==> src/hw/rsts_map.svh <==
// Offsets-free constant map: encodings, counts and times for the sequencer
`ifndef RSTS_MAP_SVH
`define RSTS_MAP_SVH

// Brown-out enable field encodings
`define RSTS_BEN_OFF        2'h0
`define RSTS_BEN_SOFT       2'h1
`define RSTS_BEN_NO_SLEEP   2'h2
`define RSTS_BEN_ALWAYS     2'h3

// Timer terminal counts (2048 slow ticks, 1024 primary ticks)
`define RSTS_POWER_UP_TIMER_LAST      11'h7ff
`define RSTS_OST_LAST       10'h3ff

// Times in ns and the clock period
`define RSTS_CLK_PERIOD_NS  4
`define RSTS_PLL_LOCK_NS    2000000
`define RSTS_BOR_FILTER_NS  200

// Least times round up to whole cycles
`define RSTS_PLL_LOCK_CYC \
	((`RSTS_PLL_LOCK_NS + `RSTS_CLK_PERIOD_NS - 1) / `RSTS_CLK_PERIOD_NS)
`define RSTS_BOR_FILTER_CYC \
	((`RSTS_BOR_FILTER_NS + `RSTS_CLK_PERIOD_NS - 1) / `RSTS_CLK_PERIOD_NS)

`endif

==> src/hw/rsts_pkg.sv <==
// Types shared by the reset sequencer files
package rsts_pkg;

	// Sequencer states
	typedef enum logic [2:0] {
		S_POR  = 3'h0,
		S_BOR  = 3'h1,
		S_POWER_UP_TIMER = 3'h2,
		S_OST  = 3'h3,
		S_PLL  = 3'h4,
		S_RUN  = 3'h5
	} rsts_state_t;

	// Primary oscillator configuration
	typedef enum logic [2:0] {
		OSC_LOW_POWER_CRYSTAL = 3'h0,
		OSC_CRYSTAL           = 3'h1,
		OSC_FAST_CRYSTAL      = 3'h2,
		OSC_FAST_CRYSTAL_PLL  = 3'h3,
		OSC_EXTERNAL_CLOCK    = 3'h4,
		OSC_RES_CAP           = 3'h5,
		OSC_INTERNAL          = 3'h6
	} rsts_osc_mode_t;

	// Configuration word fields
	typedef struct packed {
		logic [1:0]     brownout_enable_field;
		logic [1:0]     brownout_threshold_select;
		logic           power_up_timer_disable_n;
		logic           external_reset_pin_enable;
		rsts_osc_mode_t osc_mode;
	} rsts_cfg_t;

	// Software writes to the reset control register
	typedef struct packed {
		logic por_flag_set;
		logic bor_flag_set;
		logic soft_bor_we;
		logic soft_bor_wdata;
	} rsts_sw_t;

endpackage

==> src/hw/rsts_seq.sv <==
// Power-on and brown-out reset sequencer with start-up timers
`timescale 1ns/1ns
`include "rsts_map.svh"
module rsts_seq
	import rsts_pkg::*;
#(
	parameter int PLL_LOCK_CYCLES   = `RSTS_PLL_LOCK_CYC,
	parameter int BOR_FILTER_CYCLES = `RSTS_BOR_FILTER_CYC
)
(
	input  wire logic       MCLK,
	input  wire logic       RST_B,
	input  wire logic       POR_PULSE,
	input  wire logic       SUPPLY_BELOW_THRESHOLD,
	input  wire logic       REFERENCE_STABLE_FLAG,
	input  wire logic       EXTERNAL_RESET_PIN_N,
	input  wire rsts_cfg_t  CFG,
	input  wire logic       SLEEP_MODE,
	input  wire logic       OSC_STOP_WAKE,
	input  wire logic       SLOW_INTERNAL_OSC,
	input  wire logic       PRIMARY_OSC_INPUT,
	input  wire rsts_sw_t   SW,
	output logic            CORE_RESET,
	output logic            CLOCK_HOLD,
	output logic            POWER_ON_FLAG,
	output logic            BROWNOUT_FLAG,
	output logic            SOFT_BROWNOUT_ENABLE,
	output logic            FIXED_VOLTAGE_REF_REQ,
	output logic [1:0]      BROWNOUT_THRESHOLD,
	output logic            PIN_DIGITAL_IN,
	output rsts_state_t     SEQ_STATE
);
	// Crystal-type modes need the start-up timer
	function automatic logic is_crystal(input rsts_osc_mode_t m);
		is_crystal = (m == OSC_LOW_POWER_CRYSTAL) || (m == OSC_CRYSTAL) ||
			(m == OSC_FAST_CRYSTAL) || (m == OSC_FAST_CRYSTAL_PLL);
	endfunction

	rsts_state_t state_r;
	rsts_state_t state_nxt;
	logic [10:0] power_up_timer_cnt_r;
	logic [9:0]  ost_cnt_r;
	logic [19:0] pll_cnt_r;
	logic [15:0] filt_cnt_r;
	logic        from_por_r;
	logic        wake_r;
	logic        por_flag_r;
	logic        bor_flag_r;
	logic        soft_bor_r;
	logic        armed_r;
	logic        bor_active_r;
	logic        core_reset_r;
	logic        clock_hold_r;
	logic        pin_in_r;
	logic [1:0]  thr_r;
	logic        ref_req_r;

	wire logic slow_tick;
	wire logic prim_tick;

	// Slow and primary oscillator edges brought into MCLK
	rsts_tick_sync u_slow_sync
	(
		.clk    (MCLK),
		.rst_b  (RST_B),
		.osc_in (SLOW_INTERNAL_OSC),
		.tick   (slow_tick)
	);

	rsts_tick_sync u_prim_sync
	(
		.clk    (MCLK),
		.rst_b  (RST_B),
		.osc_in (PRIMARY_OSC_INPUT),
		.tick   (prim_tick)
	);

	// Detection enable from the configuration field
	wire logic soft_mode = CFG.brownout_enable_field == `RSTS_BEN_SOFT;
	wire logic soft_eff  = soft_mode & soft_bor_r;
	wire logic det_en =
		(CFG.brownout_enable_field == `RSTS_BEN_ALWAYS) |
		soft_eff |
		((CFG.brownout_enable_field == `RSTS_BEN_NO_SLEEP) &
		 ~SLEEP_MODE);

	// Brown-out sensing: armed only once the reference is stable
	wire logic sensing  = armed_r & det_en & SUPPLY_BELOW_THRESHOLD;
	wire logic bor_trip = sensing &
		(filt_cnt_r == 16'(BOR_FILTER_CYCLES - 1));
	wire logic bor_hold = bor_trip | (bor_active_r & SUPPLY_BELOW_THRESHOLD);

	// Time-out selection
	wire logic crystal  = is_crystal(CFG.osc_mode);
	wire logic pll_mode = CFG.osc_mode == OSC_FAST_CRYSTAL_PLL;
	wire logic power_up_timer_on  = ~CFG.power_up_timer_disable_n;
	wire logic power_up_timer_done = slow_tick & (power_up_timer_cnt_r == `RSTS_POWER_UP_TIMER_LAST);
	wire logic ost_done  = prim_tick & (ost_cnt_r == `RSTS_OST_LAST);
	wire logic pll_done  = pll_cnt_r == 20'(PLL_LOCK_CYCLES - 1);
	wire logic ost_wanted = crystal & from_por_r;
	wire logic pin_reset =
		CFG.external_reset_pin_enable & ~EXTERNAL_RESET_PIN_N;
	wire logic new_reset = POR_PULSE | bor_hold;

	// Wake from RUN into the start-up timer keeps the core out of reset
	wire logic wake_start = (state_r == S_RUN) & (state_nxt == S_OST);

	// Next state of the time-out sequence
	always_comb
	begin
		state_nxt = state_r;
		case (state_r)
			S_POR, S_BOR:
			begin
				if (power_up_timer_on)
					state_nxt = S_POWER_UP_TIMER;
				else if (ost_wanted)
					state_nxt = S_OST;
				else
					state_nxt = S_RUN;
			end
			S_POWER_UP_TIMER:
			begin
				if (power_up_timer_done)
					state_nxt = ost_wanted ? S_OST : S_RUN;
			end
			S_OST:
			begin
				if (ost_done)
					state_nxt = pll_mode ? S_PLL : S_RUN;
			end
			S_PLL:
			begin
				if (pll_done)
					state_nxt = S_RUN;
			end
			S_RUN:
			begin
				if (OSC_STOP_WAKE & crystal)
					state_nxt = S_OST;
			end
			default:
				state_nxt = S_POR;
		endcase
		if (POR_PULSE)
			state_nxt = S_POR;
		else if (bor_hold)
			state_nxt = S_BOR;
	end

	// Sequencer state and wake marker
	always_ff @(posedge MCLK or negedge RST_B)
	begin
		if (!RST_B)
		begin
			state_r    <= S_POR;
			from_por_r <= 1'b1;
			wake_r     <= 1'b0;
		end
		else
		begin
			state_r <= state_nxt;
			if (POR_PULSE)
				from_por_r <= 1'b1;
			else if (bor_hold)
				from_por_r <= 1'b0;
			if (new_reset)
				wake_r <= 1'b0;
			else if (wake_start)
				wake_r <= 1'b1;
			else if (state_nxt == S_RUN)
				wake_r <= 1'b0;
		end
	end

	// Timer counters, cleared whenever their state is not running
	always_ff @(posedge MCLK or negedge RST_B)
	begin
		if (!RST_B)
		begin
			power_up_timer_cnt_r <= 11'h000;
			ost_cnt_r  <= 10'h000;
			pll_cnt_r  <= 20'h0_0000;
		end
		else
		begin
			if (new_reset || state_r != S_POWER_UP_TIMER)
				power_up_timer_cnt_r <= 11'h000;
			else if (slow_tick)
				power_up_timer_cnt_r <= power_up_timer_cnt_r + 11'h001;
			if (new_reset || state_r != S_OST)
				ost_cnt_r <= 10'h000;
			else if (prim_tick)
				ost_cnt_r <= ost_cnt_r + 10'h001;
			if (new_reset || state_r != S_PLL)
				pll_cnt_r <= 20'h0_0000;
			else
				pll_cnt_r <= pll_cnt_r + 20'h0_0001;
		end
	end

	// Brown-out arming, filter and hold
	always_ff @(posedge MCLK or negedge RST_B)
	begin
		if (!RST_B)
		begin
			armed_r      <= 1'b0;
			filt_cnt_r   <= 16'h0000;
			bor_active_r <= 1'b0;
		end
		else
		begin
			if (!det_en)
				armed_r <= 1'b0;
			else if (REFERENCE_STABLE_FLAG)
				armed_r <= 1'b1;
			if (!sensing || bor_trip)
				filt_cnt_r <= 16'h0000;
			else
				filt_cnt_r <= filt_cnt_r + 16'h0001;
			bor_active_r <= bor_hold;
		end
	end

	// Status flags; hardware clear wins over a software set
	always_ff @(posedge MCLK or negedge RST_B)
	begin
		if (!RST_B)
		begin
			por_flag_r <= 1'b0;
			bor_flag_r <= 1'b0;
			soft_bor_r <= 1'b0;
		end
		else
		begin
			if (POR_PULSE)
				por_flag_r <= 1'b0;
			else if (SW.por_flag_set)
				por_flag_r <= 1'b1;
			if (POR_PULSE || bor_trip)
				bor_flag_r <= 1'b0;
			else if (SW.bor_flag_set)
				bor_flag_r <= 1'b1;
			if (POR_PULSE)
				soft_bor_r <= soft_mode;
			else if (SW.soft_bor_we && soft_mode)
				soft_bor_r <= SW.soft_bor_wdata;
		end
	end

	// Registered outputs
	always_ff @(posedge MCLK or negedge RST_B)
	begin
		if (!RST_B)
		begin
			core_reset_r <= 1'b1;
			clock_hold_r <= 1'b1;
			pin_in_r     <= 1'b0;
			thr_r        <= 2'h0;
			ref_req_r    <= 1'b0;
		end
		else
		begin
			core_reset_r <= ((state_nxt != S_RUN) & ~wake_r & ~wake_start) |
				new_reset | pin_reset;
			clock_hold_r <= state_nxt != S_RUN;
			pin_in_r     <= CFG.external_reset_pin_enable ? 1'b0 :
				EXTERNAL_RESET_PIN_N;
			thr_r        <= CFG.brownout_threshold_select;
			ref_req_r    <= det_en;
		end
	end

	assign CORE_RESET            = core_reset_r;
	assign CLOCK_HOLD            = clock_hold_r;
	assign POWER_ON_FLAG         = por_flag_r;
	assign BROWNOUT_FLAG         = bor_flag_r;
	assign SOFT_BROWNOUT_ENABLE  = soft_bor_r & soft_mode;
	assign FIXED_VOLTAGE_REF_REQ = ref_req_r;
	assign BROWNOUT_THRESHOLD    = thr_r;
	assign PIN_DIGITAL_IN        = pin_in_r;
	assign SEQ_STATE             = state_r;
endmodule

==> src/hw/rsts_tick_sync.sv <==
// Oscillator edge synchroniser giving one-cycle ticks in the sequencer clock
`timescale 1ns/1ns
module rsts_tick_sync
(
	input  wire logic clk,
	input  wire logic rst_b,
	input  wire logic osc_in,
	output logic      tick
);
	logic meta_r;
	logic sync_r;
	logic prev_r;

	// Two-flop synchroniser, then a delay stage for edge detection
	always_ff @(posedge clk or negedge rst_b)
	begin
		if (!rst_b)
		begin
			// All high: a high input at release is not taken as an edge
			meta_r <= 1'b1;
			sync_r <= 1'b1;
			prev_r <= 1'b1;
		end
		else
		begin
			meta_r <= osc_in;
			sync_r <= meta_r;
			prev_r <= sync_r;
		end
	end

	// Rising edge seen only past the synchroniser
	assign tick = sync_r & ~prev_r;
endmodule

==> config.mk <==
export PLATFORM = sky130hd
export DESIGN_NAME = rsts_seq
export DESIGN_NICKNAME = d
export VERILOG_FILES = /design/src/hw/rsts_pkg.sv /design/src/hw/rsts_seq.sv /design/src/hw/rsts_tick_sync.sv
export VERILOG_INCLUDE_DIRS = /design/src /design/src/hw
export SDC_FILE = /design/constraint.sdc
export NUM_CORES = 1
export LEC_CHECK = 0
export ABC_AREA = 1
export CORE_MARGIN = 2
export CORE_UTILIZATION = 40
export CTS_CLUSTER_SIZE = 25
export DETAILED_ROUTE_END_ITERATION = 6
export DONT_BUFFER_PORTS = 1
export GPL_ROUTABILITY_DRIVEN = 0
export PLACE_DENSITY = 0.6
export SLEW_MARGIN = 20
export SYNTH_ARGS = -nofsm -noshare
export SYNTH_HDL_FRONTEND = slang
export SYNTH_HIERARCHICAL = 1
export SYNTH_SLANG_ARGS = --single-unit
==> constraint.sdc <==
create_clock -name MCLK -period 4.9 [get_ports MCLK]
set_input_delay 0.98 -clock MCLK [delete_from_list [all_inputs] [get_ports MCLK]]
set_output_delay 0.98 -clock MCLK [all_outputs]
set_load 0.01 [all_outputs]
==> key figures <==
Clocking
  • Post-CTS Resized: 0
  • CTS Root Cell: clkbuf_8
  • CTS Sinks: 79
  • CTS buffer count: 9
  • Clk slew on worst S/H paths: 80 ps
  • Clk_lat worst skew: 350 ps
  • Clock buffer depth: 2
  • TritonCTS clock tree: yes
  • H-tree depth: 3
  • Hold bufs inserted after CTS: 0
  • Buffer count from post-CTS setup fixing: 0

Yosys
  • Post-synthesis net count: 500
  • Synth area leaders: dfrtp_1 44%, nor2_1 8.4%, nand2_1 8.1%
  • Gate Count Post-Synth: 472
  • Syn Area/Cell: 8.456 um^2
  • Synth Register Bits: 79
  • Synth warnings: 6
  • Seq/Total Area, Yosys: 49.81%
  • Syn Std Cell Area: 3991 um^2
  • Top cell type's share of synthesized area: 43.89%
  • Yosys cell types: 33
  • Leading area contributor after synthesis: dfrtp_1

Drt
  • Via/cell ratio: 4.746
  • Routed WL per cell: 11.83 um
  • Vias: 2,928
  • Pre-antenna DRT Iters: 4
  • Routed WL: 7.301 mm
  • Drc violations: 0
  • Detail Route Antenna Nets: 0
  • Initial DRC Count: 180

Global route
  • Remaining Overflow, GRT: 0
  • Global-route wire length before repair: 13.20 mm
  • Largest net degree at the start of global routing: 80
  • Total GRT Usage: 14.84%
  • Initial antenna violation count: 0
  • Vias in the first global route: 2,930

Place
  • Port Buf Inserts: 0
  • Post-DP HPWL: 5.182 mm

Cells and area
  • Filler cells: 1,009
  • # diodes: 0
  • Final-stage net count: 507
  • FF+latch area: 1988 um^2
  • Share of cells above drive strength 1: 11.98%
  • Finished Core Util: 44.89%
  • P&R area growth vs syn: 9.436%
  • Multi-input gate area: 1742 um^2

Die
  • Starting Density: 41.02%
  • Die H: 103.9 um
  • I/O pin count: 35
  • Rows: 36
  • Core Region: 9729 um^2
  • Chip width: 103.9 um
  • Die area: 10,790 um^2

Worst setup path
  • CP Max Fanout: 3
  • Worst Path Required: 3920 ps
  • Most frequent CP cell: inv_1
  • Crit-path max cell delay: 110 ps
  • Top delay family on crit path: buffers and inverters
  • Setup CP Type: in -> out
  • CP arrival: 1260 ps
  • Startpoint class of the critical path: primary input
  • Slowest CP cell: inv_1
  • Critical Path End Type: primary output
  • Crit-path cells: inv_1, nand3_1, inv_1
  • Crit path buffers/inverters: 2

Flow run
  • Max cap viols: 0

Timing
  • Final period util: 45.77%
  • Worst Skew: 11.68 ps
  • Fmax: 445.9 MHz
  • Slew @ Worst Pin: 572.9 ps
  • Final hold slack: 320.6 ps
  • Final Critical Period: 2243 ps
  • RSZ-0062 raised after global routing: no
  • Slew HR: 61.70%
  • Pins Over Slew Limit: 0
  • Setup Viol. Count Final: 0
  • Setup TNS: 0 ps
  • Number of hold violations in the final report: 0

Hold path
  • Hold WC Path Type: in -> async

Status
  • Status: completed

Pwr
  • VDD IR max: 192.0 uV
  • P_leak: 1.852 nW
  • Power density cells: 304.9 nW/um^2
layout by cell type (no fill, tap or decap), drive strengths merged:
cell type  count
o311ai         1
clkbuf        11
or3            1
xor2          22
nor2         108
or2            1
xnor2         11
ha             5
o21a           3
nor4           4
o21ai          7
a21oi         15
bufinv         3
nand3         29
clkinv         1
dfstp          9
nand4         11
dfrtp         70
inv           59
nand2         91
nor3          20
and2           1
clkinvlp       1
registers in the layout, summed over array words and instances (netlist names), 2 cells and up:
| register | count |
|---|---|
| BROWNOUT_THRESHOLD | 2 |
| SEQ_STATE | 3 |
| filt_cnt_r | 16 |
| ost_cnt_r | 10 |
| pll_cnt_r | 20 |
| power_up_timer_cnt_r | 11 |
layout make-up:
type | instances | share of cell area, %
Multi-Input combinational cell | 330 | 39.87
Inverter | 59 | 5.127
Tap cell | 133 | 3.810
Sequential cell | 79 | 45.52
Clock buffer | 11 | 3.237
Clock inverter | 5 | 2.435
synth_stat cells:
library cell,n
xnor2_1,11
nand4_1,11
buf_2,2
o311ai_0,1
nor4_1,4
xor2_1,22
ha_1,5
dfstp_2,9
o21ai_0,6
buf_4,1
nor3_1,16
o21a_1,3
and2_1,1
o21ai_1,1
nand2_4,1
nor2_2,13
inv_2,3
nor3_2,3
a21oi_1,15
nor2_4,4
nand2_2,4
dfrtp_1,70
nor2_1,89
nor3_4,1
inv_4,1
or3_1,1
nor2_8,2
nand3_2,1
nand3_1,28
buf_12,1
or2_2,1
nand2_1,86
inv_1,55
power breakdown:
| group | internal, W | switching (W) | leakage [nW] |
|---|---|---|---|
| Clock | 0.000354 | 0.000247 | 0.120 |
| Combinational | 0.0000163 | 0.0000368 | 0.675 |
| Sequential | 0.000665 | 0.0000129 | 1.06 |
per-stage QoR:
step | total power, W | setup slack, ps | cell area (um^2) | cells
global placement | 0.0007435 | 2665 | 4120 | 601
floorplan | 0.0007338 | 2686 | 3991 | 472
global route | 0.001385 | 2647 | 4368 | 617
detailed placement | 0.0007445 | 2657 | 4120 | 601
CTS | 0.001344 | 2656 | 4368 | 617
finish | 0.001332 | 2657 | 4368 | 617
kinds of logic after synthesis:
family	synth area share [%]
DFF	49.81
buffers and inverters	6.552
AOI/OAI and AO/OA	3.542
and+or+nand+nor	31.29
adders and majority gates	1.567
xor gates and xnor gates	7.241
per-layer routing:
layer	GRT usage [%]	wire length, um
met4	6.081	110
met3	2.945	330
met1	19.54	3391
met2	24.06	3469
met5	0	0
final timing paths:
| path | startpoint | to | slack, ps | depth (start not counted) |
|---|---|---|---|---|
| min | RST_B | power_up_timer_cnt_r[4] | 320 | 0 |
| min reg2reg | u_slow_sync/meta_r | u_slow_sync/sync_r | 360 | 0 |
| max | CFG[8] | SOFT_BROWNOUT_ENABLE | 2660 | 3 |
| max reg2reg | u_slow_sync/sync_r | power_up_timer_cnt_r[10] | 2920 | 9 |
| min in group MCLK | u_slow_sync/meta_r | u_slow_sync/sync_r | 360 | 0 |
| max in group asynchronous | RST_B | from_por_r | 4360 | 0 |
No activity file was read; power rests on OpenSTA's default activity.
